--- src/inc/nvmc_pkg.sv ---
// Purpose: Constants and types for the host-side nonvolatile SRAM controller
// Assumes: 50 MHz system clock, asynchronous SRAM bus on the far side
// Notes:   Timing counts derive from nanosecond figures at the clock rate
`default_nettype none
package nvmc_pkg;
	localparam int          CLK_PERIOD_NS  = 20;
	localparam int          ADDR_W         = 21;
	localparam int          DATA_W         = 16;
	// Bus cycle and delay times in ns
	localparam int          T_CYCLE_NS     = 60;
	localparam int          T_WAKE_NS      = 20000;
	localparam int          T_BUSY_NS      = 100;
	localparam int          CYCLE_CNT      = (T_CYCLE_NS + CLK_PERIOD_NS - 1) / CLK_PERIOD_NS;
	localparam int          WAKE_CNT       = (T_WAKE_NS + CLK_PERIOD_NS - 1) / CLK_PERIOD_NS;
	localparam int          BUSY_CNT       = (T_BUSY_NS + CLK_PERIOD_NS - 1) / CLK_PERIOD_NS;
	// Command sequence, address bits 14..2 only matter to the device
	localparam logic [15:0] SEQ_0          = 16'h4E38;
	localparam logic [15:0] SEQ_1          = 16'hB1C7;
	localparam logic [15:0] SEQ_2          = 16'h83E0;
	localparam logic [15:0] SEQ_3          = 16'h7C1F;
	localparam logic [15:0] SEQ_4          = 16'h703F;
	localparam logic [15:0] CMD_AS_OFF     = 16'h8B45;
	localparam logic [15:0] CMD_AS_ON      = 16'h4B46;
	localparam logic [15:0] CMD_SAVE       = 16'h8FC0;
	localparam logic [15:0] CMD_RESTORE    = 16'h4C63;
	localparam logic [20:0] CLK_REG_BASE8  = 21'h1F_FFF0;
	localparam logic [20:0] CLK_REG_BASE16 = 21'h0F_FFF0;
	localparam int          CLK_REG_NUM    = 16;
	typedef enum logic [2:0] {
		NVMC_OP_READ,
		NVMC_OP_WRITE,
		NVMC_OP_SAVE,
		NVMC_OP_RESTORE,
		NVMC_OP_AS_OFF,
		NVMC_OP_AS_ON
	} nvmc_op_t;
endpackage
`default_nettype wire

--- src/inc/nvmc_cyc_if.sv ---
// Purpose: Carrier between sequencer and bus cycle engine
// Assumes: One clock domain
// Notes:   Start is a one-cycle pulse
`default_nettype none
interface nvmc_cyc_if;
	logic        start;
	logic        wr;
	logic [20:0] addr;
	logic [15:0] wdata;
	logic [1:0]  be;
	logic        done;
	logic [15:0] rdata;
	modport ctrl (output start, output wr, output addr, output wdata, output be,
		input done, input rdata);
	modport eng  (input start, input wr, input addr, input wdata, input be,
		output done, output rdata);
endinterface
`default_nettype wire

--- src/hdl/nvmc_ctrl.sv ---
// Purpose: Host controller for a nonvolatile SRAM with sleep and command sequences
// Assumes: Far device on asynchronous pins, busy and data inputs unsynchronised
// Notes:   One request at a time; REQ_READY_O low until the controller is back in idle, or while sleep is requested
`default_nettype none
module nvmc_ctrl
	import nvmc_pkg::*;
#(
	parameter int WAKE_CYCLES = WAKE_CNT,
	parameter bit WIDE16      = 1'b1
)(
	// System
	input  wire logic              SYS_CLK_I,
	input  wire logic              RSTN_I,
	// Request port
	input  wire logic              REQ_VALID_I,
	input  wire nvmc_pkg::nvmc_op_t REQ_OP_I,
	input  wire logic [20:0]       REQ_ADDR_I,
	input  wire logic [15:0]       REQ_WDATA_I,
	input  wire logic [1:0]        REQ_BE_I,
	output logic                   REQ_READY_O,
	output logic                   RSP_VALID_O,
	output logic [15:0]            RSP_RDATA_O,
	output logic                   AUTOSAVE_ON_O,
	// Sleep control
	input  wire logic              SLEEP_REQ_I,
	output logic                   ASLEEP_O,
	// Device pins
	output logic                   CHIP_SELECT_FIRST_N_O,
	output logic                   CHIP_SELECT_SECOND_O,
	output logic                   WE_N_O,
	output logic                   OE_N_O,
	output logic                   UPPER_BYTE_ENABLE_N_O,
	output logic                   LOWER_BYTE_ENABLE_N_O,
	output logic [20:0]            ADDR_O,
	output logic [15:0]            DQ_O,
	output logic                   DQ_OE_O,
	input  wire logic [15:0]       DQ_I,
	output logic                   SLEEP_REQUEST_N_O,
	input  wire logic              STORE_BUSY_N_I
);
	typedef enum logic [2:0] {
		NVMC_IDLE, NVMC_CYC, NVMC_BUSYWAIT, NVMC_SLEEP, NVMC_WAKE, NVMC_ASFIX
	} nvmc_state_t;

	nvmc_state_t state_q, state_d;
	nvmc_cyc_if  cyc ();
	logic [15:0] dq_s1_q, dq_s2_q;
	logic        busy_s1_q, busy_s2_q;
	logic [2:0]  step_q;
	nvmc_op_t    op_q;
	logic [20:0] addr_q;
	logic [15:0] wdata_q;
	logic [1:0]  be_q;
	logic [15:0] wait_q;
	logic        start_q;
	logic        cs_n, we_n, oe_n;
	logic [1:0]  be_n;
	logic [20:0] pin_addr;
	logic [15:0] pin_dq;
	logic        pin_oe;

	// Command address for each step of a six-read sequence
	wire         is_cmd  = (op_q != NVMC_OP_READ) && (op_q != NVMC_OP_WRITE);
	wire [15:0]  last_ad = (op_q == NVMC_OP_SAVE)    ? CMD_SAVE :
	                       (op_q == NVMC_OP_RESTORE) ? CMD_RESTORE :
	                       (op_q == NVMC_OP_AS_OFF)  ? CMD_AS_OFF : CMD_AS_ON;
	wire [15:0]  seq_ad  = (step_q == 3'd0) ? SEQ_0 : (step_q == 3'd1) ? SEQ_1 :
	                       (step_q == 3'd2) ? SEQ_2 : (step_q == 3'd3) ? SEQ_3 :
	                       (step_q == 3'd4) ? SEQ_4 : last_ad;
	wire         seq_end = is_cmd && (step_q == 3'd5);
	wire         take    = (state_q == NVMC_IDLE) && REQ_VALID_I && !SLEEP_REQ_I &&
	                       REQ_READY_O;
	wire         busy    = !busy_s2_q;
	wire         chg_as  = (op_q == NVMC_OP_AS_OFF) || (op_q == NVMC_OP_AS_ON);

	assign cyc.start = start_q;
	assign cyc.wr    = (op_q == NVMC_OP_WRITE);
	assign cyc.addr  = is_cmd ? {5'h00, seq_ad} : addr_q;
	assign cyc.wdata = wdata_q;
	assign cyc.be    = WIDE16 ? be_q : 2'b11;

	nvmc_cycle u_cycle (
		.clk_i   (SYS_CLK_I),
		.rst_n_i (RSTN_I),
		.cyc     (cyc),
		.cs_n_o  (cs_n),
		.we_n_o  (we_n),
		.oe_n_o  (oe_n),
		.be_n_o  (be_n),
		.addr_o  (pin_addr),
		.dq_o    (pin_dq),
		.dq_oe_o (pin_oe),
		.dq_i    (dq_s2_q)
	);

	always_comb begin
		state_d = state_q;
		case (state_q)
			NVMC_IDLE:     if (SLEEP_REQ_I) state_d = NVMC_SLEEP;
			               else if (take) state_d = busy ? NVMC_BUSYWAIT : NVMC_CYC;
			NVMC_CYC:      if (cyc.done && (!is_cmd || seq_end))
			                   state_d = is_cmd ? NVMC_BUSYWAIT : NVMC_IDLE;
			// wait for busy release; a held-off command still runs
			NVMC_BUSYWAIT: if (!busy && wait_q == 16'h0000 && !start_q)
			                   state_d = (chg_as && step_q == 3'd5) ? NVMC_ASFIX :
			                             (step_q == 3'd5) ? NVMC_IDLE : NVMC_CYC;
			NVMC_ASFIX:    state_d = NVMC_CYC;
			NVMC_SLEEP:    if (!SLEEP_REQ_I) state_d = NVMC_WAKE;
			NVMC_WAKE:     if (wait_q == 16'h0000) state_d = NVMC_IDLE;
			default:       state_d = NVMC_IDLE;
		endcase
	end

	always_ff @(posedge SYS_CLK_I or negedge RSTN_I) begin
		if (!RSTN_I) begin
			dq_s1_q   <= 16'h0000;
			dq_s2_q   <= 16'h0000;
			busy_s1_q <= 1'b1;
			busy_s2_q <= 1'b1;
		end else begin
			dq_s1_q   <= DQ_I;
			dq_s2_q   <= dq_s1_q;
			busy_s1_q <= STORE_BUSY_N_I;
			busy_s2_q <= busy_s1_q;
		end
	end

	always_ff @(posedge SYS_CLK_I or negedge RSTN_I) begin
		if (!RSTN_I) begin
			state_q <= NVMC_IDLE;
			op_q    <= NVMC_OP_READ;
			addr_q  <= 21'h00_0000;
			wdata_q <= 16'h0000;
			be_q    <= 2'b00;
			step_q  <= 3'd0;
			start_q <= 1'b0;
			wait_q  <= 16'h0000;
		end else begin
			state_q <= state_d;
			start_q <= 1'b0;
			if (wait_q != 16'h0000)
				wait_q <= wait_q - 16'h0001;
			if (take) begin
				op_q    <= REQ_OP_I;
				addr_q  <= REQ_ADDR_I;
				wdata_q <= REQ_WDATA_I;
				be_q    <= REQ_BE_I;
				step_q  <= 3'd0;
				start_q <= !busy;
				wait_q  <= 16'(BUSY_CNT);
			end else if (state_q == NVMC_CYC && cyc.done && is_cmd && !seq_end) begin
				step_q  <= step_q + 3'd1;
				start_q <= 1'b1;
			end else if (state_q == NVMC_CYC && cyc.done && seq_end) begin
				wait_q  <= 16'(BUSY_CNT);
			end else if (state_q == NVMC_BUSYWAIT && state_d == NVMC_CYC) begin
				start_q <= 1'b1;
			end else if (state_d == NVMC_ASFIX) begin
				op_q    <= NVMC_OP_SAVE;
				step_q  <= 3'd0;
			end else if (state_q == NVMC_ASFIX) begin
				start_q <= 1'b1;
			end else if (state_q == NVMC_SLEEP && state_d == NVMC_WAKE) begin
				wait_q  <= 16'(WAKE_CYCLES);
			end
			// Busy must not cut the wake-up delay short
			if (busy && state_q != NVMC_SLEEP && state_q != NVMC_WAKE)
				wait_q <= 16'(BUSY_CNT);
		end
	end

	// Outputs registered at the top
	always_ff @(posedge SYS_CLK_I or negedge RSTN_I) begin
		if (!RSTN_I) begin
			REQ_READY_O           <= 1'b0;
			RSP_VALID_O           <= 1'b0;
			RSP_RDATA_O           <= 16'h0000;
			AUTOSAVE_ON_O         <= 1'b1;
			ASLEEP_O              <= 1'b0;
			CHIP_SELECT_FIRST_N_O <= 1'b1;
			CHIP_SELECT_SECOND_O  <= 1'b0;
			WE_N_O                <= 1'b1;
			OE_N_O                <= 1'b1;
			UPPER_BYTE_ENABLE_N_O <= 1'b1;
			LOWER_BYTE_ENABLE_N_O <= 1'b1;
			ADDR_O                <= 21'h00_0000;
			DQ_O                  <= 16'h0000;
			DQ_OE_O               <= 1'b0;
			SLEEP_REQUEST_N_O     <= 1'b1;
		end else begin
			REQ_READY_O           <= (state_d == NVMC_IDLE) && !SLEEP_REQ_I;
			RSP_VALID_O           <= (state_q == NVMC_CYC && cyc.done && !is_cmd) ||
			                         (state_q == NVMC_BUSYWAIT && state_d == NVMC_IDLE);
			if (state_q == NVMC_CYC && cyc.done && !is_cmd)
				RSP_RDATA_O <= cyc.rdata;
			if (state_q == NVMC_CYC && seq_end && cyc.done && op_q == NVMC_OP_AS_OFF)
				AUTOSAVE_ON_O <= 1'b0;
			if (state_q == NVMC_CYC && seq_end && cyc.done && op_q == NVMC_OP_AS_ON)
				AUTOSAVE_ON_O <= 1'b1;
			ASLEEP_O              <= (state_d == NVMC_SLEEP);
			SLEEP_REQUEST_N_O     <= !(state_d == NVMC_SLEEP);
			CHIP_SELECT_FIRST_N_O <= cs_n;
			CHIP_SELECT_SECOND_O  <= !cs_n;
			WE_N_O                <= we_n;
			OE_N_O                <= oe_n;
			UPPER_BYTE_ENABLE_N_O <= be_n[1];
			LOWER_BYTE_ENABLE_N_O <= be_n[0];
			ADDR_O                <= pin_addr;
			DQ_O                  <= pin_dq;
			DQ_OE_O               <= pin_oe;
		end
	end
endmodule
`default_nettype wire

--- src/hdl/nvmc_cycle.sv ---
// Purpose: One asynchronous SRAM read or write cycle on the pins
// Assumes: Read data pins already synchronised by the caller
// Notes:   Cycle length fixed by CYCLE_CNT
`default_nettype none
module nvmc_cycle
	import nvmc_pkg::*;
(
	// System
	input  wire logic        clk_i,
	input  wire logic        rst_n_i,
	// Request side
	nvmc_cyc_if.eng          cyc,
	// Pin side
	output logic             cs_n_o,
	output logic             we_n_o,
	output logic             oe_n_o,
	output logic [1:0]       be_n_o,
	output logic [20:0]      addr_o,
	output logic [15:0]      dq_o,
	output logic             dq_oe_o,
	input  wire logic [15:0] dq_i
);
	logic [7:0] cnt_q;
	logic       act_q;
	logic       wr_q;
	logic [15:0] rd_q;
	logic       done_q;
	logic       fin_q;
	wire        last = act_q && (cnt_q == 8'(CYCLE_CNT - 1));

	assign cyc.done  = done_q;
	assign cyc.rdata = rd_q;

	always_ff @(posedge clk_i or negedge rst_n_i) begin
		if (!rst_n_i) begin
			act_q   <= 1'b0;
			cnt_q   <= 8'h00;
			wr_q    <= 1'b0;
			done_q  <= 1'b0;
			fin_q   <= 1'b0;
			rd_q    <= 16'h0000;
			cs_n_o  <= 1'b1;
			we_n_o  <= 1'b1;
			oe_n_o  <= 1'b1;
			be_n_o  <= 2'b11;
			addr_o  <= 21'h00_0000;
			dq_o    <= 16'h0000;
			dq_oe_o <= 1'b0;
		end else begin
			// Pins and both sync flops lag the engine, so data is taken an edge late
			fin_q  <= last;
			done_q <= fin_q;
			if (fin_q && !wr_q)
				rd_q <= dq_i;
			if (cyc.start && !act_q) begin
				act_q   <= 1'b1;
				cnt_q   <= 8'h00;
				wr_q    <= cyc.wr;
				cs_n_o  <= 1'b0;
				we_n_o  <= ~cyc.wr;
				oe_n_o  <= cyc.wr;
				be_n_o  <= ~cyc.be;
				addr_o  <= cyc.addr;
				dq_o    <= cyc.wdata;
				dq_oe_o <= cyc.wr;
			end else if (last) begin
				act_q   <= 1'b0;
				cs_n_o  <= 1'b1;
				we_n_o  <= 1'b1;
				oe_n_o  <= 1'b1;
				be_n_o  <= 2'b11;
				dq_oe_o <= 1'b0;
			end else if (act_q) begin
				cnt_q <= cnt_q + 8'h01;
			end
		end
	end
endmodule
`default_nettype wire

--- config.mk ---
export PLATFORM = sky130hd
export DESIGN_NAME = nvmc_ctrl
export DESIGN_NICKNAME = d
export VERILOG_FILES = /design/src/inc/nvmc_pkg.sv /design/src/inc/nvmc_cyc_if.sv /design/src/hdl/nvmc_ctrl.sv /design/src/hdl/nvmc_cycle.sv
export SDC_FILE = /design/constraint.sdc
export NUM_CORES = 1
export LEC_CHECK = 0
export BUFFER_PORTS_ARGS = -buffer_cell sky130_fd_sc_hd__buf_2
export CORE_AREA = 2 2 92 182
export CTS_CLUSTER_DIAMETER = 150
export CTS_CLUSTER_SIZE = 24
export DETAILED_ROUTE_END_ITERATION = 6
export DIE_AREA = 0 0 94 184
export PLACE_DENSITY = 0.77
export SLEW_MARGIN = 10
export SYNTH_ARGS = -nofsm -noshare
export SYNTH_HDL_FRONTEND = slang
export SYNTH_SLANG_ARGS = --single-unit
--- constraint.sdc ---
create_clock -name SYS_CLK_I -period 2.91 [get_ports SYS_CLK_I]
set_input_delay 0.582 -clock SYS_CLK_I [delete_from_list [all_inputs] [get_ports SYS_CLK_I]]
set_output_delay 0.582 -clock SYS_CLK_I [all_outputs]
set_load 0.02 [all_outputs]
==> results of run 1 <==
-- metrics by stage --
stage	hold WS (ps)	setup slack (ps)	instance area (µm²)	util [%]	std cells
2_1_floorplan	286	627	8700	-	740
3_3_place_gp	333	465	9620	60.7	1053
3_5_place_dp	335	396	9620	60.7	1053
4_1_cts	120	408	9970	62.9	1073
5_1_grt	137	184	9980	63.0	1077
6_report	88.0	396	9980	63.0	1077
-- layout make-up --
cell class	count	area share [%]
flip-flops and latches	235	59.1
multi-input cells	458	26.2
repair buffers	143	7.92
clock buffers	19	3.48
well taps	201	2.52
inverters	16	0.602
diodes	4	0.100
clock inverters	1	0.0752
-- worst max-delay path, cell delays in order, from the launching register on --
cell,delay [ps]
dfrtp_1,400
inv_1,90
ha_1,200
or3b_2,490
nor4_1,490
nand4_1,380
nand4_2,260
o211ai_1,100
-- cell usage after synthesis (all sizes together) (5+ instances only) --
master	n	area share (%)
nor3b	5	0.43
o22ai	5	0.36
nand3	16	0.92
nand2b	6	0.43
dfstp	14	4.2
a21oi	15	0.86
o21ai	23	1.3
a22o	5	0.50
mux2	33	4.3
xor2	10	1.0
dfrtp	221	64
a221o	8	0.92
nor2b	5	0.36
inv	16	0.69
nor3	8	0.46
nor2	34	1.5
xnor2	5	0.50
or4	6	0.56
clkbuf	29	1.3
a31oi	5	0.36
ha	8	1.2
nand2	205	8.8
nand4	10	0.79
-- per-layer routing --
layer / vias up / share of wire [%]
met3: 53 / 3.2
met1: 2899 / 34
met4: 0 / 5.0
met5: - / 0
met2: 134 / 57
li1: 2730 / -
-- kinds of logic after synthesis --
| kind of cell | Yosys count | share of synthesized area (%) |
|---|---|---|
| simple gates | 317 | 16.2 |
| flops | 235 | 67.8 |
| fa+ha+maj | 8 | 1.15 |
| xor+xnor | 15 | 1.51 |
| compound gates | 82 | 6.53 |
| mux | 36 | 4.62 |
| buf+inv | 47 | 2.13 |
-- registers in the layout, indices dropped and copies added, names as in the netlist, 2 cells and up --
name	flops
op_q	3
be_q	2
u_cycle.dq_o	16
wait_q	16
ADDR_O	21
u_cycle.cnt_q	8
cyc.wdata	16
u_cycle.addr_o	21
state_q	3
dq_s1_q	16
RSP_RDATA_O	16
addr_q	21
u_cycle.cyc.rdata	16
dq_s2_q	16
DQ_O	16
step_q	3
u_cycle.be_n_o	2
-- power by group through the flow --
stage          Clock (mW)  Sequential (mW)  Combinational (mW)
6_report             1.81             5.02                2.99
5_1_grt              2.00             5.15                3.32
4_1_cts              1.87             5.01                3.01
3_5_place_dp            0             5.08                2.99
3_3_place_gp            0             5.03                2.91
2_1_floorplan           0             5.28                1.73
-- path summary, 6_finish.rpt --
kind | startpoint | endpoint | slack, ps | cells past startpoint
worst max-delay path | wait_q[0] | cyc.start | 400 | 7
worst min-delay path | RSTN_I | RSP_RDATA_O[3] | 90 | 1
worst max register to register | wait_q[0] | cyc.start | 400 | 7
worst min register to register | dq_s1_q[4] | dq_s2_q[4] | 350 | 0
max in group asynchronous | RSTN_I | dq_s1_q[12] | 1970 | 2
min in group SYS_CLK_I | STORE_BUSY_N_I | busy_s1_q | 200 | 1
-- layout by cell type (no fill, tap or decap), drive strengths merged, types with 3 or more instances in the layout --
cell type  count
nor3           8
nand3         16
a221o          8
nor2          34
clkbuf        19
a22o           5
mux2i          3
nand2b         6
o22ai          5
xnor2          5
a21oi         15
nor4           4
nor3b          5
nand2        205
or4            6
o31ai          4
ha             8
a31oi          5
dfrtp        221
nand3b         3
nor2b          5
nand4         10
xor2          10
mux2          33
dfstp         14
inv           16
buf          143
a21o           3
diode          4
o21ai         23
==> flow_metrics.py, run 1 <==
metrics = {
    "synthesis": {
        "ys_seq_area_share_pct": 67.8,
        "synth-seq-cells": 235,
        "synth-edff-count": 0,
        "ys_async_sr_fraction_pct": 100,
        "syn_area_um2": 8700,
        "avgSynthCellArea_um2": 11.8,
        "ys_types": 55,
        "ys.flop_type": "dfrtp_1",
        "synth_nets": 811,
        "syn_inst": 740,
        "yosys_warnings": 0,
    },
    "timing": {
        "clock-skew-final_ps": 15.5,
        "slew_headroom_pct": 55.0,
        "finalSetupViolations": 0,
        "hold_violations": 0,
        "finalSetupTns_ps": 0,
        "min_period_ps": 2510,
        "min_period_over_period_pct": 86.4,
        "fmax_ghz": 0.398,
        "worst_slew_pin_slew_ps": 668,
        "slew_violations": 0,
        "rsz0062_at_grt": "no",
    },
    "drt": {
        "wl_per_cell_um": 17.0,
        "wirelength_um": 18400,
        "routed_via_density": 5.40,
        "dr.pass1.iters": 4,
        "vias": 5816,
        "drt_iter0_drc": 306,
        "drc_errors": 0,
        "ant_nets": 0,
    },
    "global_routing": {
        "antenna_found_initial": 4,
        "use_met2_pct": 41.2,
        "gr-total-overflow": 0,
        "use_met1_pct": 22.9,
        "grt_first_pass_wirelength_um": 29300,
        "grt_max_degree": 87,
        "grt_use_total_pct": 21.9,
        "met3_usage_pct": 2.50,
        "busiest_layer": "met2",
        "grt_pass1_vias": 5901,
    },
    "worst_setup_path": {
        "arrival_ps": 2860,
        "cp_data_required_time_ps": 3260,
        "cp-end-kind": "register",
        "criticalPathCategory": "register to register",
        "critPathMaxFanout": 7,
        "start_kind": "register",
    },
    "power_and_ir_drop": {
        "internal_power_mw": 6.37,
        "p_per_area_nw_per_um2": 983,
        "p_seq_share_pct": 51.1,
        "fin_total_pwr_mw": 9.82,
        "netSwitchingPower_mw": 3.45,
        "swShare_pct": 35.1,
        "peakVddDrop_v": 0.000572,
        "p_leak_nw": 5.10,
        "clockPowerShare_pct": 18.4,
        "pwr-share-comb_pct": 30.5,
    },
    "finish": {
        "area_growth_syn_to_layout_pct": 14.8,
        "multi_input_area_um2": 2620,
        "regArea_um2": 5900,
        "drive_above_1_share_pct": 24.9,
        "fill_cells": 1300,
        "nets": 938,
    },
    "die": {
        "die_x_um": 94,
        "start_util_pct": 54.8,
        "core_area_um2": 15900,
        "die_h_um": 184,
        "dieArea_um2": 17300,
        "pin_count": 128,
        "row_count": 65,
    },
    "clock_tree": {
        "clk_pin_slew_ps": 100,
        "cts_root_buf": "clkbuf_16",
        "htreeDepth": 1,
        "cts.sinks": 235,
        "post_cts_buffers": 0,
        "cts_buffers": 13,
        "cts-resized-gates": 0,
        "cts-hold-fix-buffers": 0,
        "clkLatencyLatePin_ps": 470,
        "cts_tree": "yes",
        "cts_buffer_depth": 3,
    },
    "min_path": {
        "hold_class": "input pin to asynchronous set/reset pin",
    },
    "placed_design": {
        "place.gp.congestion": 0.865,
        "numPortBuffers": 127,
        "place_hpwl_um": 13200,
    },
    "job": {
        "max_cap_viol_count": 0,
    },
    "run_status": {
        "status": "completed",
    },
}
Power figures use the tool's default switching activity.
==> run 2, diff against run 1 <==
- CORE_AREA: 2 2 92 182 -> 2 2 96 190
- DIE_AREA: 0 0 94 184 -> 0 0 98 192
- PLACE_DENSITY: 0.77 -> 0.74
- clock period: 2.91 -> 2.3 ns (I/O delays scaled with it)
==> run 2 against run 1 <==
  * Routed wire length down 2.6%
  * Cell area is 2.9% higher
  * Worst setup slack worse by 350 ps
  * Total power grew 30%
  * Clock power up 27%
  * Fmax rose by 11%
  * Count of clock-buffer cells in the layout up 1
  * Flip-flop and latch count unchanged
  * Register-to-register slack lost 350 ps
  * Global-route usage decreased by 3.0 points
  * Final cell count grew 3.3%
==> flow_metrics.py, run 2 (synthesized netlist as in run 1, its figures left out) <==
metrics = {
    "die": {
        "die_h_um": 192,
        "die_x_um": 98,
        "row_count": 68,
        "start_util_pct": 50.4,
        "pin_count": 128,
        "core_area_um2": 17300,
        "dieArea_um2": 18800,
    },
    "clock_tree": {
        "clkLatencyLatePin_ps": 470,
        "cts_tree": "yes",
        "cts_buffers": 13,
        "htreeDepth": 1,
        "cts.sinks": 235,
        "cts_buffer_depth": 3,
        "clk_pin_slew_ps": 100,
        "cts_root_buf": "clkbuf_16",
    },
    "power_and_ir_drop": {
        "p_seq_share_pct": 49.4,
        "clockPowerShare_pct": 18.0,
        "p_leak_nw": 5.26,
        "peakVddDrop_v": 0.000688,
        "swShare_pct": 34.6,
        "fin_total_pwr_mw": 12.8,
        "pwr-share-comb_pct": 32.6,
        "internal_power_mw": 8.35,
        "p_per_area_nw_per_um2": 1240,
        "netSwitchingPower_mw": 4.42,
    },
    "timing": {
        "setup_ws_ps": 41.0,
        "hold_violations": 0,
        "finalSetupTns_ps": 0,
        "slew_headroom_pct": 60.7,
        "finalSetupViolations": 0,
        "min_period_ps": 2260,
        "rsz0062_at_grt": "yes",
        "whs_ps": 83.9,
        "slew_violations": 0,
        "worst_slew_pin_slew_ps": 585,
        "min_period_over_period_pct": 98.2,
        "fmax_ghz": 0.443,
        "clock-skew-final_ps": 17.5,
    },
    "placed_design": {
        "numPortBuffers": 127,
        "placed_cell_area_um2": 9800,
        "dpl_worst_slack_ps": -8.84,
        "place_hpwl_um": 12800,
        "place.gp.congestion": 0.922,
        "dp.cells": 1083,
    },
    "global_routing": {
        "antenna_found_initial": 0,
        "grt_max_degree": 63,
        "grt_use_total_pct": 18.9,
        "gr-total-overflow": 0,
        "grt_pass1_vias": 5799,
        "grt_first_pass_wirelength_um": 28600,
    },
    "drt": {
        "wirelength_um": 17900,
        "drt_iter0_drc": 240,
        "dr.pass1.iters": 5,
        "ant_nets": 0,
        "wl_per_cell_um": 16.1,
        "routed_via_density": 5.20,
        "vias": 5793,
        "drc_errors": 0,
    },
    "worst_setup_path": {
        "critPathMaxFanout": 5,
        "r2r-start": "wait_q[1]",
        "critPathLaunch": "wait_q[1]",
        "cp-end-kind": "register",
        "cp_data_required_time_ps": 2670,
        "criticalPathCategory": "register to register",
        "start_kind": "register",
        "arrival_ps": 2630,
    },
    "finish": {
        "multi_input_area_um2": 2660,
        "fill_cells": 1462,
        "regArea_um2": 5900,
        "reg_top3": "ADDR_O x21, addr_q x21, u_cycle.addr_o x21",
        "fin_util_pct": 59.5,
        "drive_above_1_share_pct": 28.2,
        "area_growth_syn_to_layout_pct": 18.2,
        "final_cells": 1113,
        "layout_common_cells": "220 x dfrtp_1, 205 x nand2_1, 126 x buf_2, 41 x buf_4, 34 x nor2_1",
        "fin_area_um2": 10300,
        "nets": 968,
        "diodes": 0,
        "layout_commonest_cell": "dfrtp_1",
    },
    "min_path": {
        "hold_class": "input pin to register",
        "worstHoldStart": "STORE_BUSY_N_I",
    },
    "run_status": {
        "status": "completed",
    },
    "job": {
        "max_cap_viol_count": 0,
    },
}
run 2: cell count changes in the layout (fill, tap and decap cells not counted), sizes merged:
cell | previous run | this run
buf | 143 | 172
diode | 4 | 0
clkbuf | 19 | 20
dlygate4sd3 | 0 | 1
run 2: power groups by stage:
stage	clock network [mW]	registers [mW]	logic [mW]
4_1_cts	2.39	6.31	4.02
2_1_floorplan	0	6.68	2.19
6_report	2.30	6.30	4.16
3_5_place_dp	0	6.40	3.99
3_3_place_gp	0	6.33	3.91
5_1_grt	2.55	6.48	4.61
run 2: path summary, 6_finish.rpt:
check / to / slack, ps / depth (start not counted)
max: RSP_VALID_O / 40 / 7
max reg2reg: RSP_VALID_O / 40 / 7
max in group asynchronous: SLEEP_REQUEST_N_O / 1050 / 3
min reg2reg: dq_s2_q[13] / 350 / 0
min in group asynchronous: addr_q[7] / 510 / 2
min: busy_s1_q / 80 / 1
run 2: routing by layer:
layer / vias up / GRT usage, % / wire length, µm
li1: 2787 / - / -
met1: 2842 / 22.2 / 6900
met5: - / 0 / 0
met4: 0 / 7.05 / 573
met2: 127 / 35.1 / 9760
met3: 37 / 2.11 / 637
run 2: area by class of cell:
class,count,area share [%]
clock inverters,1,0.0730
clock buffers,20,3.42
well taps,210,2.56
repair buffers,173,10.1
inverters,16,0.584
multi-input cells,458,25.9
flip-flops and latches,235,57.4
run 2: what timing repair did:
| item | 4_1_cts | 5_1_grt |
|---|---|---|
| pin swaps | 1 | 5 |
| setup buffers | 0 | 8 |
| hold buffers | 1 | 0 |
| hold endpoints to repair | 51 | 0 |
| resized for setup | 0 | 14 |
| endpoints found under the setup margin | 3 | 11 |
| cloned | 0 | 0 |
run 2: critical path, cell delays in order (launching register included):
cell and delay (ps):
dfrtp_1 410, inv_2 80, ha_4 130, or3b_4 380, or4_4 580, a21boi_4 210
nand4_4 100, o31ai_2 260
